`src/shared/ldfc_pkg.sv`:
```
// constants, types and helpers for the led boost dimming and fault control block
// assumes a single 25 MHz clock and one AHB-Lite master reaching the registers
// Contract
// - pass-through mode drives channels straight from input
// - floating rate pin selects pass-through, resistor phase-shift
// - strap level picks switching frequency and skip mode
// - strap decode still applies in pass-through mode
// - phase-shifted dimming uses 8-bit duty, 0.4% to 100%
// - switch on-phase ends when current exceeds limit
// - current limit starts 225mA, seven 225mA steps
// - steps span about 8ms, longer at low duty
// - faults ignored while led feedback is not stable; the overvoltage open is not gated by stable feedback
// - a faulted channel never disables the others
// - channel above short threshold is disabled
// - channel reaching target current is marked good
// - good channel dropping below target is open
// - overvoltage declares every not-good channel open
// - open declaration disables channel only after time-out
// - zener-bypassed string stays on unless overvoltage reached
// - time-out 6 periods phase mode, 12 pass-through
// - over-temperature stops switching and all channels
`default_nettype none
package ldfc_pkg;
    localparam int NCH = 4;
    localparam int CLK_HZ = 25_000_000;
    localparam int FSW_LO_HZ = 600_000;
    localparam int FSW_HI_HZ = 1_000_000;
    localparam logic [5:0] SW_PER_LO = 6'(CLK_HZ / FSW_LO_HZ);
    localparam logic [5:0] SW_PER_HI = 6'(CLK_HZ / FSW_HI_HZ);
    localparam logic [5:0] SW_OFF_MIN = 6'h03;
    localparam int SS_TOTAL_MS = 8;
    localparam int SS_STEPS = 8;
    localparam int SS_STEP_CYC_DEF = CLK_HZ / 1000 * SS_TOTAL_MS / SS_STEPS;
    localparam logic [2:0] SS_LAST = 3'h7;
    localparam logic [11:0] ILIM_STEP_MA = 12'he1;
    // strap thresholds as fractions of 255, split at the midpoints between bands
    localparam logic [7:0] FSW_B1 = 8'h39;
    localparam logic [7:0] FSW_B2 = 8'h7b;
    localparam logic [7:0] FSW_B3 = 8'hbd;
    localparam logic [3:0] TO_PHASE = 4'h6;
    localparam logic [3:0] TO_DIRECT = 4'hc;
    localparam logic [15:0] DIM_TICK_RST = 16'h0031;
    localparam logic [7:0] PH_STEP = 8'h40;
    localparam logic [8:0] DUTY_FULL = 9'h100;
    localparam logic [15:0] PER_SAT = 16'hffff;
    localparam logic [16:0] SAMP_INC = 17'h00100;
    localparam logic [7:0] REG_DIM_TICK = 8'h00;
    localparam logic [7:0] REG_STATUS = 8'h04;
    localparam logic [7:0] REG_FAULT = 8'h08;
    localparam logic [7:0] REG_DUTY = 8'h0c;

    typedef struct packed {
        logic pass_thru;
        logic pfm;
        logic fsw_1mhz;
    } ldfc_strap_t;

    typedef struct packed {
        logic [23:0] rsvd;
        logic run;
        logic [2:0] ss_step;
        logic otp;
        ldfc_strap_t strap;
    } ldfc_status_t;

    typedef struct packed {
        logic [19:0] rsvd;
        logic [NCH-1:0] fault;
        logic [NCH-1:0] open;
        logic [NCH-1:0] good;
    } ldfc_fault_t;

    function automatic ldfc_strap_t ldfc_decode(input logic res_attached, input logic [7:0] lvl);
        ldfc_strap_t s;
        s.pass_thru = !res_attached;
        s.pfm = (lvl <= FSW_B1) || (lvl > FSW_B3);
        s.fsw_1mhz = (lvl > FSW_B2);
        return s;
    endfunction

    function automatic logic [11:0] ldfc_ilim(input logic [2:0] step);
        return 12'(ILIM_STEP_MA * ({9'h000, step} + 12'h001));
    endfunction
endpackage
`default_nettype wire

```
`src/rtl/ldfc_top.sv`:
```
// dimming, strap decode, soft-start current limit and fault supervision
// assumes synchronous inputs, analog sensing reduced to comparator levels
`timescale 1ns/1ns
`default_nettype none
module ldfc_top #(
    parameter int SS_STEP_CYCLES = ldfc_pkg::SS_STEP_CYC_DEF
) (
    input wire logic MCLK_IN,
    input wire logic NRST_IN,
    input wire logic HSEL_IN,
    input wire logic [31:0] HADDR_IN,
    input wire logic [1:0] HTRANS_IN,
    input wire logic HWRITE_IN,
    input wire logic [2:0] HSIZE_IN,
    input wire logic [31:0] HWDATA_IN,
    input wire logic HREADY_IN,
    output logic HREADYOUT_OUT,
    output logic HRESP_OUT,
    output logic [31:0] HRDATA_OUT,
    input wire logic EN_IN,
    input wire logic DIM_PWM_IN,
    input wire logic RATE_RES_IN,
    input wire logic [7:0] FSW_LEVEL_IN,
    input wire logic [11:0] ISW_MA_IN,
    input wire logic [ldfc_pkg::NCH-1:0] CH_AT_TARGET_IN,
    input wire logic [ldfc_pkg::NCH-1:0] CH_SHORT_IN,
    input wire logic OVP_IN,
    input wire logic OTP_IN,
    input wire logic LED_STABLE_IN,
    output logic GATE_OUT,
    output logic [ldfc_pkg::NCH-1:0] CH_ON_OUT,
    output logic [ldfc_pkg::NCH-1:0] CH_FAULT_OUT,
    output logic [2:0] ILIM_STEP_OUT,
    output logic FSW_1MHZ_OUT,
    output logic PFM_MODE_OUT
);
    import ldfc_pkg::*;

    logic en_q_r;
    logic en_rise;
    logic otp_r;
    logic run;
    ldfc_strap_t strap_r;
    logic dim_q_r;
    logic dim_rise;
    logic [15:0] per_cnt_r;
    logic [15:0] per_last_r;
    logic [16:0] samp_acc_r;
    logic [16:0] samp_sum;
    logic samp_hit;
    logic [8:0] hi_acc_r;
    logic [8:0] duty_r;
    logic [8:0] duty_hold_r;
    logic [15:0] dim_tick_r;
    logic [15:0] tick_cnt_r;
    logic ph_tick;
    logic [7:0] phase_r;
    logic period_wrap;
    logic fault_tick;
    logic [NCH-1:0] lit;
    logic [NCH-1:0] chan_en;
    logic [NCH-1:0] good;
    logic [NCH-1:0] open;
    logic [2:0] ss_step_r;
    logic [23:0] ss_cnt_r;
    logic [5:0] sw_per;
    logic [5:0] sw_cnt_r;
    logic [11:0] ilim;
    logic addr_ok;
    logic wr_pend_r;
    logic [7:0] wr_addr_r;
    logic [31:0] rd_word;
    ldfc_status_t status_w;
    ldfc_fault_t fault_w;

    assign en_rise = EN_IN && !en_q_r;
    assign run = en_q_r && !otp_r;

    always_ff @(posedge MCLK_IN) begin
        if (!NRST_IN) begin
            en_q_r <= 1'b0;
        end else begin
            en_q_r <= EN_IN;
        end
    end

    // straps are looked at once per enable so a noisy divider cannot retune a running boost
    always_ff @(posedge MCLK_IN) begin
        if (!NRST_IN) begin
            strap_r <= '0;
        end else if (en_rise) begin
            strap_r <= ldfc_decode(RATE_RES_IN, FSW_LEVEL_IN);
        end
    end

    // set wins over the re-enable clear: a hot die must never restart
    always_ff @(posedge MCLK_IN) begin
        if (!NRST_IN) begin
            otp_r <= 1'b0;
        end else if (OTP_IN) begin
            otp_r <= 1'b1;
        end else if (en_rise) begin
            otp_r <= 1'b0;
        end
    end

    // input duty digitiser: 256 evenly spread samples over the last measured period;
    // periods shorter than 256 cycles are outside the input range the host keeps to
    assign dim_rise = DIM_PWM_IN && !dim_q_r;
    assign samp_sum = samp_acc_r + SAMP_INC;
    assign samp_hit = samp_sum >= {1'b0, per_last_r};

    always_ff @(posedge MCLK_IN) begin
        if (!NRST_IN) begin
            dim_q_r <= 1'b0;
            per_cnt_r <= 16'h0000;
            per_last_r <= PER_SAT;
        end else begin
            dim_q_r <= DIM_PWM_IN;
            if (dim_rise) begin
                per_cnt_r <= 16'h0000;
                per_last_r <= per_cnt_r;
            end else if (per_cnt_r != PER_SAT) begin
                per_cnt_r <= per_cnt_r + 16'h0001;
            end
        end
    end

    always_ff @(posedge MCLK_IN) begin
        if (!NRST_IN || dim_rise) begin
            samp_acc_r <= 17'h00000;
        end else if (samp_hit) begin
            samp_acc_r <= samp_sum - {1'b0, per_last_r};
        end else begin
            samp_acc_r <= samp_sum;
        end
    end

    always_ff @(posedge MCLK_IN) begin
        if (!NRST_IN) begin
            hi_acc_r <= 9'h000;
            duty_r <= 9'h000;
        end else if (dim_rise) begin
            hi_acc_r <= 9'h000;
            duty_r <= hi_acc_r;
        end else begin
            if (samp_hit && DIM_PWM_IN && hi_acc_r != DUTY_FULL) begin
                hi_acc_r <= hi_acc_r + 9'h001;
            end
            if (per_cnt_r == PER_SAT) begin
                duty_r <= DIM_PWM_IN ? DUTY_FULL : 9'h000;
            end
        end
    end

    // output dimming period: 256 phase steps of dim_tick_r + 1 cycles each
    assign ph_tick = tick_cnt_r >= dim_tick_r;
    assign period_wrap = ph_tick && phase_r == 8'hff;

    always_ff @(posedge MCLK_IN) begin
        if (!NRST_IN) begin
            tick_cnt_r <= 16'h0000;
            phase_r <= 8'h00;
            duty_hold_r <= 9'h000;
        end else begin
            tick_cnt_r <= ph_tick ? 16'h0000 : tick_cnt_r + 16'h0001;
            if (ph_tick) begin
                phase_r <= phase_r + 8'h01;
            end
            if (period_wrap) begin
                duty_hold_r <= duty_r;
            end
        end
    end

    // each channel is lit once per period, offset by a quarter period
    always_comb begin
        lit = '0;
        for (int k = 0; k < NCH; k++) begin
            lit[k] = {1'b0, phase_r - 8'(PH_STEP * k)} < duty_hold_r;
        end
    end

    assign fault_tick = strap_r.pass_thru ? dim_rise : period_wrap;

    // each channel keeps its own supervisor, so one fault never touches another
    for (genvar g = 0; g < NCH; g++) begin : g_chan
        ldfc_chan_guard i_ldfc_chan_guard (
            .clk_in(MCLK_IN),
            .nrst_in(NRST_IN),
            .restart_in(en_rise),
            .run_in(run),
            .on_in(CH_ON_OUT[g]),
            .stable_in(LED_STABLE_IN),
            .tick_in(fault_tick),
            .at_target_in(CH_AT_TARGET_IN[g]),
            .short_in(CH_SHORT_IN[g]),
            .ovp_in(OVP_IN),
            .limit_in(strap_r.pass_thru ? TO_DIRECT : TO_PHASE),
            .chan_en_out(chan_en[g]),
            .good_out(good[g]),
            .open_out(open[g])
        );
    end

    always_ff @(posedge MCLK_IN) begin
        if (!NRST_IN || !run) begin
            CH_ON_OUT <= '0;
        end else if (strap_r.pass_thru) begin
            CH_ON_OUT <= {NCH{DIM_PWM_IN}} & chan_en;
        end else begin
            CH_ON_OUT <= lit & chan_en;
        end
    end

    always_ff @(posedge MCLK_IN) begin
        if (!NRST_IN) begin
            CH_FAULT_OUT <= '0;
        end else begin
            CH_FAULT_OUT <= en_q_r ? ~chan_en : '0;
        end
    end

    // step timer only runs while a string conducts, which stretches it at low duty
    always_ff @(posedge MCLK_IN) begin
        if (!NRST_IN || en_rise) begin
            ss_step_r <= 3'h0;
            ss_cnt_r <= 24'h000000;
        end else if (run && ss_step_r != SS_LAST && |CH_ON_OUT) begin
            if (ss_cnt_r == 24'(SS_STEP_CYCLES - 1)) begin
                ss_cnt_r <= 24'h000000;
                ss_step_r <= ss_step_r + 3'h1;
            end else begin
                ss_cnt_r <= ss_cnt_r + 24'h000001;
            end
        end
    end

    assign ilim = ldfc_ilim(ss_step_r);
    assign sw_per = strap_r.fsw_1mhz ? SW_PER_HI : SW_PER_LO;

    always_ff @(posedge MCLK_IN) begin
        if (!NRST_IN || !run) begin
            sw_cnt_r <= 6'h00;
        end else begin
            sw_cnt_r <= (sw_cnt_r == sw_per - 6'h01) ? 6'h00 : sw_cnt_r + 6'h01;
        end
    end

    // pulse skip: with no string conducting there is no load, so the cycle is dropped
    always_ff @(posedge MCLK_IN) begin
        if (!NRST_IN || !run) begin
            GATE_OUT <= 1'b0;
        end else if (ISW_MA_IN > ilim || sw_cnt_r == sw_per - SW_OFF_MIN) begin
            GATE_OUT <= 1'b0;
        end else if (sw_cnt_r == 6'h00) begin
            GATE_OUT <= !(strap_r.pfm && CH_ON_OUT == '0);
        end
    end

    always_ff @(posedge MCLK_IN) begin
        if (!NRST_IN) begin
            ILIM_STEP_OUT <= 3'h0;
            FSW_1MHZ_OUT <= 1'b0;
            PFM_MODE_OUT <= 1'b0;
        end else begin
            ILIM_STEP_OUT <= ss_step_r;
            FSW_1MHZ_OUT <= strap_r.fsw_1mhz;
            PFM_MODE_OUT <= strap_r.pfm;
        end
    end

    // ahb-lite slave, zero wait states, always okay
    assign addr_ok = HSEL_IN && HREADY_IN && HTRANS_IN[1];

    always_comb begin
        status_w = '0;
        status_w.run = run;
        status_w.ss_step = ss_step_r;
        status_w.otp = otp_r;
        status_w.strap = strap_r;
        fault_w = '0;
        fault_w.fault = CH_FAULT_OUT;
        fault_w.open = open;
        fault_w.good = good;
        case (HADDR_IN[7:0])
            REG_DIM_TICK: rd_word = {16'h0000, dim_tick_r};
            REG_STATUS: rd_word = status_w;
            REG_FAULT: rd_word = fault_w;
            REG_DUTY: rd_word = {23'h000000, duty_r};
            default: rd_word = 32'h00000000;
        endcase
    end

    always_ff @(posedge MCLK_IN) begin
        if (!NRST_IN) begin
            wr_pend_r <= 1'b0;
            wr_addr_r <= 8'h00;
            HRDATA_OUT <= 32'h00000000;
            HREADYOUT_OUT <= 1'b0;
            HRESP_OUT <= 1'b0;
        end else begin
            wr_pend_r <= addr_ok && HWRITE_IN;
            wr_addr_r <= HADDR_IN[7:0];
            HREADYOUT_OUT <= 1'b1;
            HRESP_OUT <= 1'b0;
            if (addr_ok && !HWRITE_IN) begin
                HRDATA_OUT <= rd_word;
            end
        end
    end

    always_ff @(posedge MCLK_IN) begin
        if (!NRST_IN) begin
            dim_tick_r <= DIM_TICK_RST;
        end else if (wr_pend_r && wr_addr_r == REG_DIM_TICK) begin
            dim_tick_r <= HWDATA_IN[15:0];
        end
    end

    a_pass_follow: assert property (@(posedge MCLK_IN) disable iff (!NRST_IN)
        (strap_r.pass_thru && run && chan_en[0]) |=> CH_ON_OUT[0] == $past(DIM_PWM_IN))
        else $error("pass-through channel does not follow dimming input");
    a_mode_select: assert property (@(posedge MCLK_IN) disable iff (!NRST_IN)
        en_rise |=> strap_r.pass_thru == !$past(RATE_RES_IN))
        else $error("dimming mode not taken from rate pin at enable");
    a_fsw_low_band: assert property (@(posedge MCLK_IN) disable iff (!NRST_IN)
        (en_rise && FSW_LEVEL_IN <= FSW_B1) |=> (strap_r.pfm && !strap_r.fsw_1mhz))
        else $error("lowest strap band not decoded as 600kHz pulse skip");
    a_strap_hold: assert property (@(posedge MCLK_IN) disable iff (!NRST_IN)
        !en_rise |=> $stable(strap_r))
        else $error("strap selection changed without an enable");
    a_ilim_cut: assert property (@(posedge MCLK_IN) disable iff (!NRST_IN)
        (ISW_MA_IN > ilim) |=> !GATE_OUT)
        else $error("switch stayed on above the current limit");
    a_ss_restart: assert property (@(posedge MCLK_IN) disable iff (!NRST_IN)
        en_rise |=> (ss_step_r == 3'h0 && ILIM_STEP_OUT == $past(ss_step_r)) ##1 ILIM_STEP_OUT == 3'h0)
        else $error("soft-start did not restart at the lowest limit");
    a_ss_single: assert property (@(posedge MCLK_IN) disable iff (!NRST_IN)
        (!en_rise && ss_step_r != SS_LAST) |=> (ss_step_r == $past(ss_step_r)
            || ss_step_r == $past(ss_step_r) + 3'h1))
        else $error("soft-start skipped a step");
    a_otp_off: assert property (@(posedge MCLK_IN) disable iff (!NRST_IN)
        OTP_IN |=> ##1 (CH_ON_OUT == '0 && !GATE_OUT))
        else $error("over-temperature left switching or channels on");
    a_phase_zero: assert property (@(posedge MCLK_IN) disable iff (!NRST_IN)
        (!strap_r.pass_thru && duty_hold_r == 9'h000 && !period_wrap && !en_rise)
            |=> CH_ON_OUT == '0)
        else $error("zero duty still lit a channel in phase-shift mode");
endmodule
`default_nettype wire

```
`src/rtl/ldfc_chan_guard.sv`:
```
// one led channel's good/open/short supervision with its disable time-out
// assumes the comparator inputs are synchronous and restart pulses on enable
`timescale 1ns/1ns
`default_nettype none
module ldfc_chan_guard (
    input wire logic clk_in,
    input wire logic nrst_in,
    input wire logic restart_in,
    input wire logic run_in,
    input wire logic on_in,
    input wire logic stable_in,
    input wire logic tick_in,
    input wire logic at_target_in,
    input wire logic short_in,
    input wire logic ovp_in,
    input wire logic [3:0] limit_in,
    output logic chan_en_out,
    output logic good_out,
    output logic open_out
);
    logic good_r;
    logic open_r;
    logic en_r;
    logic [3:0] to_cnt_r;
    logic pending;

    // short only counts while feedback says the loop has settled
    assign pending = open_r || (short_in && stable_in && run_in);

    always_ff @(posedge clk_in) begin
        if (!nrst_in || restart_in) begin
            good_r <= 1'b0;
        end else if (run_in && on_in && at_target_in) begin
            good_r <= 1'b1;
        end
    end

    // a zener-bypassed string still reaches target, so only overvoltage opens it
    always_ff @(posedge clk_in) begin
        if (!nrst_in || restart_in) begin
            open_r <= 1'b0;
        end else if (run_in && ovp_in && !good_r) begin
            open_r <= 1'b1;
        end else if (run_in && good_r && on_in && !at_target_in && stable_in) begin
            open_r <= 1'b1;
        end
    end

    always_ff @(posedge clk_in) begin
        if (!nrst_in || restart_in || !pending) begin
            to_cnt_r <= 4'h0;
        end else if (tick_in && to_cnt_r != limit_in) begin
            to_cnt_r <= to_cnt_r + 4'h1;
        end
    end

    always_ff @(posedge clk_in) begin
        if (!nrst_in) begin
            en_r <= 1'b0;
        end else if (restart_in) begin
            en_r <= 1'b1;
        end else if (pending && to_cnt_r == limit_in) begin
            en_r <= 1'b0;
        end
    end

    assign chan_en_out = en_r;
    assign good_out = good_r;
    assign open_out = open_r;

    a_good_mark: assert property (@(posedge clk_in) disable iff (!nrst_in)
        (!restart_in && run_in && on_in && at_target_in) |=> good_r)
        else $error("good flag not set at target current");
    a_ovp_open: assert property (@(posedge clk_in) disable iff (!nrst_in)
        (!restart_in && run_in && ovp_in && !good_r) |=> open_r)
        else $error("overvoltage did not open a channel that was not good");
    a_no_early_off: assert property (@(posedge clk_in) disable iff (!nrst_in)
        (en_r && !restart_in && to_cnt_r != limit_in) |=> en_r)
        else $error("channel disabled before its time-out expired");
    a_timeout_off: assert property (@(posedge clk_in) disable iff (!nrst_in)
        (open_r && !restart_in && to_cnt_r == limit_in) |=> !en_r)
        else $error("open channel still enabled after time-out");
endmodule
`default_nettype wire

```
`config.mk`:
```
export PLATFORM = sky130hd
export DESIGN_NAME = ldfc_top
export DESIGN_NICKNAME = d
export VERILOG_FILES = /design/src/shared/ldfc_pkg.sv /design/src/rtl/ldfc_top.sv /design/src/rtl/ldfc_chan_guard.sv
export SDC_FILE = /design/constraint.sdc
export NUM_CORES = 1
export LEC_CHECK = 0
export BUFFER_PORTS_ARGS = -buffer_cell sky130_fd_sc_hd__buf_2
export CORE_MARGIN = 4
export CORE_UTILIZATION = 40
export DETAILED_ROUTE_END_ITERATION = 10
export GPL_ROUTABILITY_DRIVEN = 0
export GPL_TIMING_DRIVEN = 0
export PLACE_DENSITY_LB_ADDON = 0.05
export REMOVE_ABC_BUFFERS = 1
export SKIP_CTS_REPAIR_TIMING = 1
export SYNTH_ARGS = -nofsm -noshare
export SYNTH_HDL_FRONTEND = slang
export SYNTH_SLANG_ARGS = --single-unit
```
`constraint.sdc`:
```
create_clock -name MCLK_IN -period 7.5 [get_ports MCLK_IN]
set_input_delay 0.375 -clock MCLK_IN [delete_from_list [all_inputs] [get_ports MCLK_IN]]
set_output_delay 0.375 -clock MCLK_IN [all_outputs]
set_load 0.02 [all_outputs]
```
### After elaboration in Yosys (flattened, before gate mapping)

Index checks and enable logic that the tools add are counted.
Widths: inputs -> output; s select.

* equality and inequality tests: 19
* multipliers: 1
* multiplexer cells: 29
* reduce and logical (&&, ||, !) cells: 113
* bitwise operators: 4
* magnitude comparators: 10
* add/sub/neg operators: 19

Operators by type and width (number)
* $pmux 16 s4: 1
* $logic_and 1x1->1: 59
* $lt 8x9->1: 4
* $add 16x1->16 const B: 2
* $mux 9: 3
* $add 24x1->24 const B: 1
* $eq 24x15->1 const B: 1
* $mux 24: 1
* $logic_not 1->1: 20
* $mux 1: 20
* $reduce_bool 2->1: 10
* $add 17x9->17 const B: 1
* $ge 17x16->1: 1
* $mux 17: 1
* $sub 17x16->17: 1
* $add 4x1->4 const B: 4
* $eq 16x16->1 const B: 1
* $eq 4x4->1: 4
* $eq 8x4->1 const B: 2
* $ge 16x16->1: 1
* $logic_not 8->1: 2
* $ne 16x16->1 const B: 1
* $ne 4x4->1: 4
* $sub 8x8->8 const B: 2
* 29 further kinds: 48

* output and inout bits: 48
* input port bits: 108
* register bits after elaboration: 239

### Logic depth before layout (Yosys ltp)

Gate-level depths: netlist of the first run.

* depth after elaboration: 8
* mapped depth: 16
* mapped depth without buffers: 16

### Hierarchy

A second synthesis of the first run with hierarchy kept.

* cell total of the unflattened synthesis: 1365
* area, all modules: 11686.2 µm²

By module, submodules not included
* ldfc_top: sequential area each 3903.7 µm², cells an instance 1205, area each 10264.8 µm², instances 1
* ldfc_chan_guard: sequential area each 140.1 µm², cells an instance 40, area each 355.3 µm², instances 4

### Worst setup path after synthesis of the first run

Ideal clock, no wire load.

* kind: register to register
* from: reg ss_step_r[0]
* to: reg GATE_OUT
* stages on the path, launching flop included: 15
* buffers on the path: 0
* arrival: 3535 ps
* setup slack: 3851 ps
* path through: dfxtp_1 > ha_1 > ha_1 > xnor2_1 > ha_1 > ha_1 > fa_1 > a21o_1 > a21oi_1 > xnor2_1 > ha_1 > nand4_1 > nor3_1 > a32oi_1 > a2111oi_0

* cells in the longest elaborated chain, start to end: 5

Ends and longest elaborated chain
* start: declaration: RTL line ldfc_top.sv:64 `logic [2:0] ss_step_r;`
* start signal: assignment: RTL line ldfc_top.sv:232 `ss_step_r <= ss_step_r + 3'h1;`
* $add 3x1->4: RTL line ldfc_pkg.sv:82 `return 12'(ILIM_STEP_MA * ({9'h000, step} + 12'h001));`
* $mul 8x4->12: RTL line ldfc_pkg.sv:82
* named net ilim[2]: RTL line ldfc_top.sv:68 `logic [11:0] ilim;`
* $gt 12x12->1: RTL line ldfc_top.sv:254 `end else if (ISW_MA_IN > ilim || sw_cnt_r == sw_per - SW_OFF_MIN) begin`
* $logic_or 1x1->1: RTL line ldfc_top.sv:254
* $reduce_or 2->1 (no line)
* end signal: assignment: RTL line ldfc_top.sv:257 `GATE_OUT <= !(strap_r.pfm && CH_ON_OUT == '0);`
* end: declaration: RTL line ldfc_top.sv:30 `output logic GATE_OUT,`

The timed path passes the listed nets, and every way through them passes these cells.
A chain may end at the register's enable or synchronous reset.

### Worst setup path after layout of the first run

Same ends and word-level chain as after synthesis.

==> summary.txt, run 1 <==
sequential area share after synthesis: 39.0%
number of inserted diodes: 0
worst path cell trace: ha_1, ha_1, xnor2_1, ha_1, ha_1, fa_1, a21o_1, a21oi_1, xnor2_1, ha_1, nand4_1, nor3_1, a32oi_1, a2111oi_0
initial core utilization: 40.9%
Cells after Synth: 1326
Reg clk slew, reported paths: 0.05 ns
worst min-delay path category: in -> reg
TNS Setup: 0 ns
TritonCTS clock tree: done
post-DP HPWL: 20.6 mm
Routed Wire Length: 28.7 mm
Total GRT Usage: 17.9%
worst hold margin: 0.0386 ns
synthesis-to-finish area growth: 14.2%
Ports: 156
Post-synth top cells: dfxtp_1 (223), nor2_1 (174), nand2_1 (134)
syn_area_per_cell: 8.64 µm²
relative slew slack: 21.0%
dominant cell type by area after synthesis: dfxtp_1
register area: 0.00446 mm²
row cnt: 61
fin crit share: 55.6%
share of post-route cells with drive strength above 1: 12.1%
fin. max-slew vios: 0
WP data arrival: 4.57 ns
via density per instance: 5.15
Worst Tran Pin Value: 1.18 ns
Pre-antenna DRT Iters: 4
Synth Flop Type: dfxtp_1
Worst Setup Start Kind: flop
clock root buffer: clkbuf_16
grt total ovfl: 0
Post-synth EDFFs: 0
pin count of the biggest net entering global routing: 64
H-tree depth: 1
critical path class: reg -> reg
RSZ-0062 raised after global routing: false
Power Density: 209 mW/mm²
ys async rst share: 0%
crit path max fanout: 8
CP peak stage delay: 0.53 ns
top post-synthesis cells by area: dfxtp_1 (39%), ha_1 (8.7%), nor2_1 (5.7%)
most used cell, CP: ha_1
Post-DRT Antenna Nets: 0
IO Port Bufs: 93
first-pass GRT wire length: 46.0 mm
initial DRC count: 518
Synth top area share: 39.0%
Nets: 1588
number of global-route vias before repair: 8739
critical path data required time: 7.90 ns
CTS Sinks: 223
Filler Cells Inserted: 2807
Die W: 177 µm
Slowest-stage cell, CP: dfxtp_1
Clock Latency Late Sink: 0.55 ns
DR WL/cell: 16.0 µm
Synth Register Bits: 223
CTS max path bufs: 3
YS warnings: 0
status: finished clean
Synth cell types: 66
final design utilization: 46.7%
# Max-Cap Violations: 0
DIE AREA: 0.0314 mm²
synthesized area: 0.0115 mm²
clock skew: 0.0244 ns
die height: 177 µm
Fin. Hold Viols: 0
Critical Path End Type: flop
Core Box Area: 0.0280 mm²
leakage power: 5.49 nW
Multi-input gate area: 0.00648 mm²
DRC Markers: 0
worst vdd ir: 0.147 mV
via count: 9261
fmax: 0.240 GHz
Tmin final: 4.17 ns
most frequent cell after synthesis: dfxtp_1
Setup Viol. Count Final: 0
CTS Buf Count: 28
initial antenna violation count: 1
## flip-flops by register name (all words and copies together) (netlist names), 3 cells and up
| register | cells |
|---|---|
| ss_cnt_r | 24 |
| samp_acc_r | 17 |
| HRDATA_OUT | 16 |
| dim_tick_r | 16 |
| g_chan.i_ldfc_chan_guard.to_cnt_r | 16 |
| per_cnt_r | 16 |
| per_last_r | 16 |
| tick_cnt_r | 16 |
| duty_hold_r | 9 |
| duty_r | 9 |
| hi_acc_r | 9 |
| phase_r | 8 |
| wr_addr_r | 8 |
| sw_cnt_r | 6 |
| CH_FAULT_OUT | 4 |
| CH_ON_OUT | 4 |
| g_chan.i_ldfc_chan_guard.chan_en_out | 4 |
| g_chan.i_ldfc_chan_guard.good_out | 4 |
| g_chan.i_ldfc_chan_guard.open_out | 4 |
| ILIM_STEP_OUT | 3 |
| ss_step_r | 3 |
| status_w | 3 |
## cells in the final DEF, fill, tap and decap left out, drive strengths merged, types with 6 or more instances in the layout
cell / synthesis / final
and4: 9 / 9
xnor2: 38 / 38
nand4: 25 / 25
nand2: 134 / 134
o21ai: 43 / 43
or2: 9 / 9
mux2i: 46 / 46
nor3: 19 / 19
a211oi: 9 / 9
o2111ai: 8 / 8
and2: 20 / 20
clkinv: 0 / 7
a31oi: 9 / 9
nor2: 174 / 174
dfxtp: 223 / 223
o211ai: 17 / 17
conb: 1 / 17
nor2b: 11 / 11
a21oi: 73 / 73
inv: 61 / 61
buf: 30 / 96
nand3b: 7 / 7
nand3: 48 / 48
mux4: 8 / 8
o31ai: 7 / 7
o211a: 6 / 6
nand2b: 10 / 10
clkbuf: 40 / 41
a21o: 12 / 12
and3: 18 / 18
a22oi: 13 / 13
nor4: 16 / 16
ha: 80 / 80
xor2: 43 / 43
## layout make-up
class                      instances  area share [%]
clock inverter                    10           0.784
sequential                       223            34.1
multi-input combinational        988            49.5
tap                              378            3.62
timing repair buffer              96            3.84
inverter                          61            1.75
clock buffer                      41            6.35
## report_power, final
| group | leakage (nW) | internal (mW) | switching (mW) |
|---|---|---|---|
| Clock | 0.463 | 0.831 | 0.518 |
| Sequential | 1.81 | 1.20 | 0.0160 |
| Combinational | 3.22 | 0.0569 | 0.103 |
| Total | 5.49 | 2.09 | 0.637 |
## routing by layer
layer  routed length [µm]  track usage, %  up-vias
li1                     -               -     4771
met1                13700            24.3     4257
met2                13000            29.9      191
met3                 1450            2.73       40
met4                  559            4.22        2
met5                   12               0        -
## worst max-delay path: cells and delay by family, from the launching register on
family          cells  cell delay (ns)
simple gates        2             0.29
xor+xnor            2             0.38
compound gates      4             0.93
flops               1             0.53
fa+ha+maj           6             1.92
## path summary, 6_finish.rpt
path | endpoint | slack, ns | cells after the start | from
max reg2reg | GATE_OUT | 3.33 | 14 | ss_step_r[0]
min | status_w[2] | 0.04 | 2 | RATE_RES_IN
max | GATE_OUT | 3.33 | 14 | ss_step_r[0]
min reg2reg | samp_acc_r[4] | 0.46 | 2 | samp_acc_r[4]
## per-stage QoR
| stage | instance area (µm²) | setup WS, ns | instances | power, mW |
|---|---|---|---|---|
| after floorplan | 11200 | 3.85 | 1272 | 1.34 |
| after global placement | 12100 | 3.36 | 1743 | 1.41 |
| after detailed placement | 12100 | 3.31 | 1744 | 1.41 |
| after CTS | 13100 | 3.28 | 1795 | 2.77 |
| after global routing | 13100 | 2.91 | 1797 | 2.84 |
| final | 13100 | 3.33 | 1797 | 2.73 |
## logic make-up after synthesis
| logic type | after synthesis | synth area share, % |
|---|---|---|
| adders and majority gates | 82 | 9.08 |
| other | 1 | 0.0327 |
| DFF | 223 | 39.0 |
| muxes | 55 | 5.69 |
| AOI/OAI and AO/OA | 237 | 13.6 |
| buffers and inverters | 131 | 5.11 |
| and+or+nand+nor | 516 | 21.4 |
| xor gates and xnor gates | 81 | 6.19 |
(Power assumes the default switching activity.)
==> run 2, diff against run 1 <==
--- a/config.mk
+++ b/config.mk
@@ -5,6 +5,7 @@
 export SDC_FILE = /design/constraint.sdc
 export NUM_CORES = 1
 export LEC_CHECK = 0
+export ABC_AREA = 1
 export BUFFER_PORTS_ARGS = -buffer_cell sky130_fd_sc_hd__buf_2
 export CORE_MARGIN = 4
 export CORE_UTILIZATION = 40
==> constraint.sdc (replaced) <==
create_clock -name MCLK_IN -period 3.6 [get_ports MCLK_IN]
set_input_delay 0.18 -clock MCLK_IN [delete_from_list [all_inputs] [get_ports MCLK_IN]]
set_output_delay 0.18 -clock MCLK_IN [all_outputs]
set_load 0.02 [all_outputs]
==> summary.txt, run 2 <==
Critical Path End Type: flop
Synth cell types: 56 (-15%)
initial DRC count: 590 (+14%)
RSZ-0062 raised after global routing: true
Tmin final: 3.51 ns (-0.656 ns)
via density per instance: 4.99 (-3.2%)
leakage power: 6.00 nW (+9.3%)
Bufs and invs on worst path: 1 (+1)
worst hold margin: -0.0156 ns (-0.0543 ns)
Post-synth top cells: nand2_1 (264), dfxtp_1 (223), inv_1 (211)
pin count of the biggest net entering global routing: 69 (+7.8%)
syn_area_per_cell: 7.38 µm² (-15%)
Post-DRT Antenna Nets: 0 (unchanged)
share of post-route cells with drive strength above 1: 12.8% (+0.66 points)
r2r worst-path depth: 18 (+4)
initial core utilization: 40.4% (-0.48 points)
register area: 0.00447 mm² (+0.11%)
Worst Setup Start Kind: flop
Reg clk slew, reported paths: 0.06 ns (about the same)
failing checks: negative hold slack
Hold Path Origin: HWDATA_IN[1]
Core Box Area: 0.0296 mm² (+5.5%)
Largest register FFs: 24 (unchanged)
worst r2r dst: GATE_OUT
worst min-delay path category: in -> reg
DR WL/cell: 14.8 µm (-7.2%)
Synth top area share: 37.3% (-1.6 points)
IO Port Bufs: 93 (unchanged)
relative slew slack: 24.4% (+3.4 points)
Largest regs: ss_cnt_r (24), samp_acc_r (17)
Largest delay share family, worst path: adder cells
most used cell, CP: ha_4
grt total ovfl: 0 (unchanged)
most frequent cells in the layout: nand2_1 (264), dfxtp_1 (221), inv_1 (207)
fin. max-slew vios: 0 (unchanged)
number of global-route vias before repair: 9839 (+13%)
row cnt: 63 (+3.3%)
Total GRT Usage: 18.5% (+0.65 points)
Multi-input gate area: 0.00657 mm² (+1.4%)
DIE AREA: 0.0327 mm² (+4.1%)
sequential area share after synthesis: 37.3% (-1.6 points)
ys async rst share: 0% (unchanged)
Clock Latency Late Sink: 0.53 ns (-0.02 ns)
initial antenna violation count: 0 (-1)
Reg-to-Reg Start: ss_step_r[0]
Fin. Hold Viols: 1 (+1)
most frequent cell after synthesis: nand2_1
CP peak stage delay: 0.38 ns (-0.15 ns)
TritonCTS clock tree: done
Slowest-stage cell, CP: dfxtp_4
Synth Flop Type: dfxtp_1
CTS Buf Count: 27 (-3.6%)
reg2reg setup slack: 0.09 ns (-3.24 ns)
critical path class: reg -> reg
Placed Area: 0.0126 mm² (+4.2%)
synthesized area: 0.0120 mm² (+4.3%)
# Max-Cap Violations: 0 (unchanged)
Nets: 1930 (+22%)
Routed Wire Length: 31.9 mm (+11%)
Pre-antenna DRT Iters: 5 (+1)
Power Density: 426 mW/mm² (+100%)
crit path max fanout: 5 (-3)
synthesis-to-finish area growth: 19.5%
CTS max path bufs: 3 (unchanged)
dominant cell type by area after synthesis: dfxtp_1
CTS Sinks: 223 (unchanged)
via count: 10700 (+16%)
die height: 181 µm (+2.0%)
worst vdd ir: 0.356 mV (+140%)
Biggest register: ss_cnt_r
DRC Markers: 0 (unchanged)
Ports: 156 (unchanged)
number of inserted diodes: 0 (unchanged)
clock root buffer: clkbuf_16
Cells after DPL: 2057 (+18%)
Worst Tran Pin Value: 1.13 ns (-0.0555 ns)
Non-Filler Instances: 2150 (+20%)
commonest non-fill, non-tap cell in the layout: nand2_1
fmax: 0.285 GHz (+19%)
post-route cell area: 0.0143 mm² (+9.2%)
post-DP HPWL: 23.4 mm (+14%)
status: finished with violations
Cells after Synth: 1619 (+22%)
Filler Cells Inserted: 2970 (+5.8%)
Setup Viol. Count Final: 0 (unchanged)
Die W: 181 µm (+2.0%)
Synth Register Bits: 223 (unchanged)
fin crit share: 97.6% (+42 points)
critical path data required time: 4.01 ns (-3.89 ns)
first-pass GRT wire length: 51.1 mm (+11%)
hold path cells: 3 (+1)
YS warnings: 0 (unchanged)
top post-synthesis cells by area: dfxtp_1 (37%), ha_1 (8.4%), nand2_1 (8.3%)
H-tree depth: 1 (unchanged)
worst path cell trace: ha_4, ha_4, xor2_4, ha_4, ha_4, fa_2, a21oi_2, nor2_1, nor2_2, xnor2_2, ha_1, nand2_1, inv_2, nand3_2, nor4b_4, o31ai_1, nand3_1, a21oi_1
Hold EP: dim_tick_r[1]
Post-synth EDFFs: 0 (unchanged)
WP data arrival: 3.93 ns (-0.64 ns)
clock skew: 0.00824 ns (-0.0162 ns)
==> run 2: changes by cell type in the layout (fill, tap and decap cells not counted), sizes merged, moves of 16 or more <==
cell | before | now
o21ai | 43 | 96
nor2 | 174 | 145
and3 | 18 | 2
a21oi | 73 | 167
mux2i | 46 | 0
xnor2 | 38 | 21
nand3 | 48 | 131
nand2 | 134 | 275
and2 | 20 | 0
nor3 | 19 | 41
inv | 61 | 215
dlygate4sd3 | 0 | 31
==> run 2: cells by family after synthesis <==
group	Yosys count	share of synthesized area (%)
and+or+nand+nor	643	24.4
AOI/OAI and AO/OA	337	15.7
buffers and inverters	278	9.76
DFF	223	37.3
adders and majority gates	82	8.71
xor gates and xnor gates	55	4.09
other	1	0.0314
==> run 2: tightest hold or removal path: stages <==
cell and delay [ns]:
buf_2 0.08, o21ai_0 0.09, a21oi_1 0.11
==> run 2: metal layers <==
metal	global-route usage [%]	part of all wire, %
met5	0	0
met4	3.51	1.7
met3	2.70	3.6
met2	30.8	46
met1	25.8	48
==> run 2: worst max-delay path by stage <==
| stage | from | endpoint | slack (ns) | cells after the start |
|---|---|---|---|---|
| 6_report | ss_step_r[0] | GATE_OUT | 0.09 | 18 |
| 5_1_grt | ss_step_r[0] | GATE_OUT | -0.05 | 19 |
| 4_1_cts | ss_step_r[0] | GATE_OUT | -0.59 | 18 |
| 3_5_place_dp | ss_step_r[0] | GATE_OUT | -0.55 | 18 |
| 3_3_place_gp | DIM_PWM_IN | per_cnt_r[15] | -1.33 | 8 |
| 2_1_floorplan | ss_step_r[0] | GATE_OUT | 0.007 | 18 |
==> run 2: report_power, final <==
part | switching (mW) | internal [mW] | leakage, nW
registers | 0.0236 | 2.51 | 1.81
clock network | 1.10 | 2.08 | 0.514
logic | 0.240 | 0.131 | 3.67
==> run 2: per-stage QoR <==
stage	setup slack [ns]	TNS [ns]	hold slack, ns	utilization [%]	total power [mW]
after floorplan	0.00736	0	0.208	-	2.79
after global placement	-1.33	-39.26	0.378	42.7	2.93
after detailed placement	-0.555	-6.83	0.377	42.7	2.93
after CTS	-0.594	-0.594	-0.172	46.3	6.13
after global routing	-0.0456	-0.0456	0.00322	48.3	6.30
final	0.0851	0	-0.0156	48.3	6.08
==> run 2: cell type report <==
class / instances / share of cell area (%)
Multi-Input combinational cell: 1134 / 46.0
Sequential cell: 223 / 31.3
Timing Repair Buffer: 137 / 6.20
Inverter: 217 / 5.78
Clock buffer: 36 / 5.46
Tap cell: 390 / 3.42
Clock inverter: 13 / 1.87
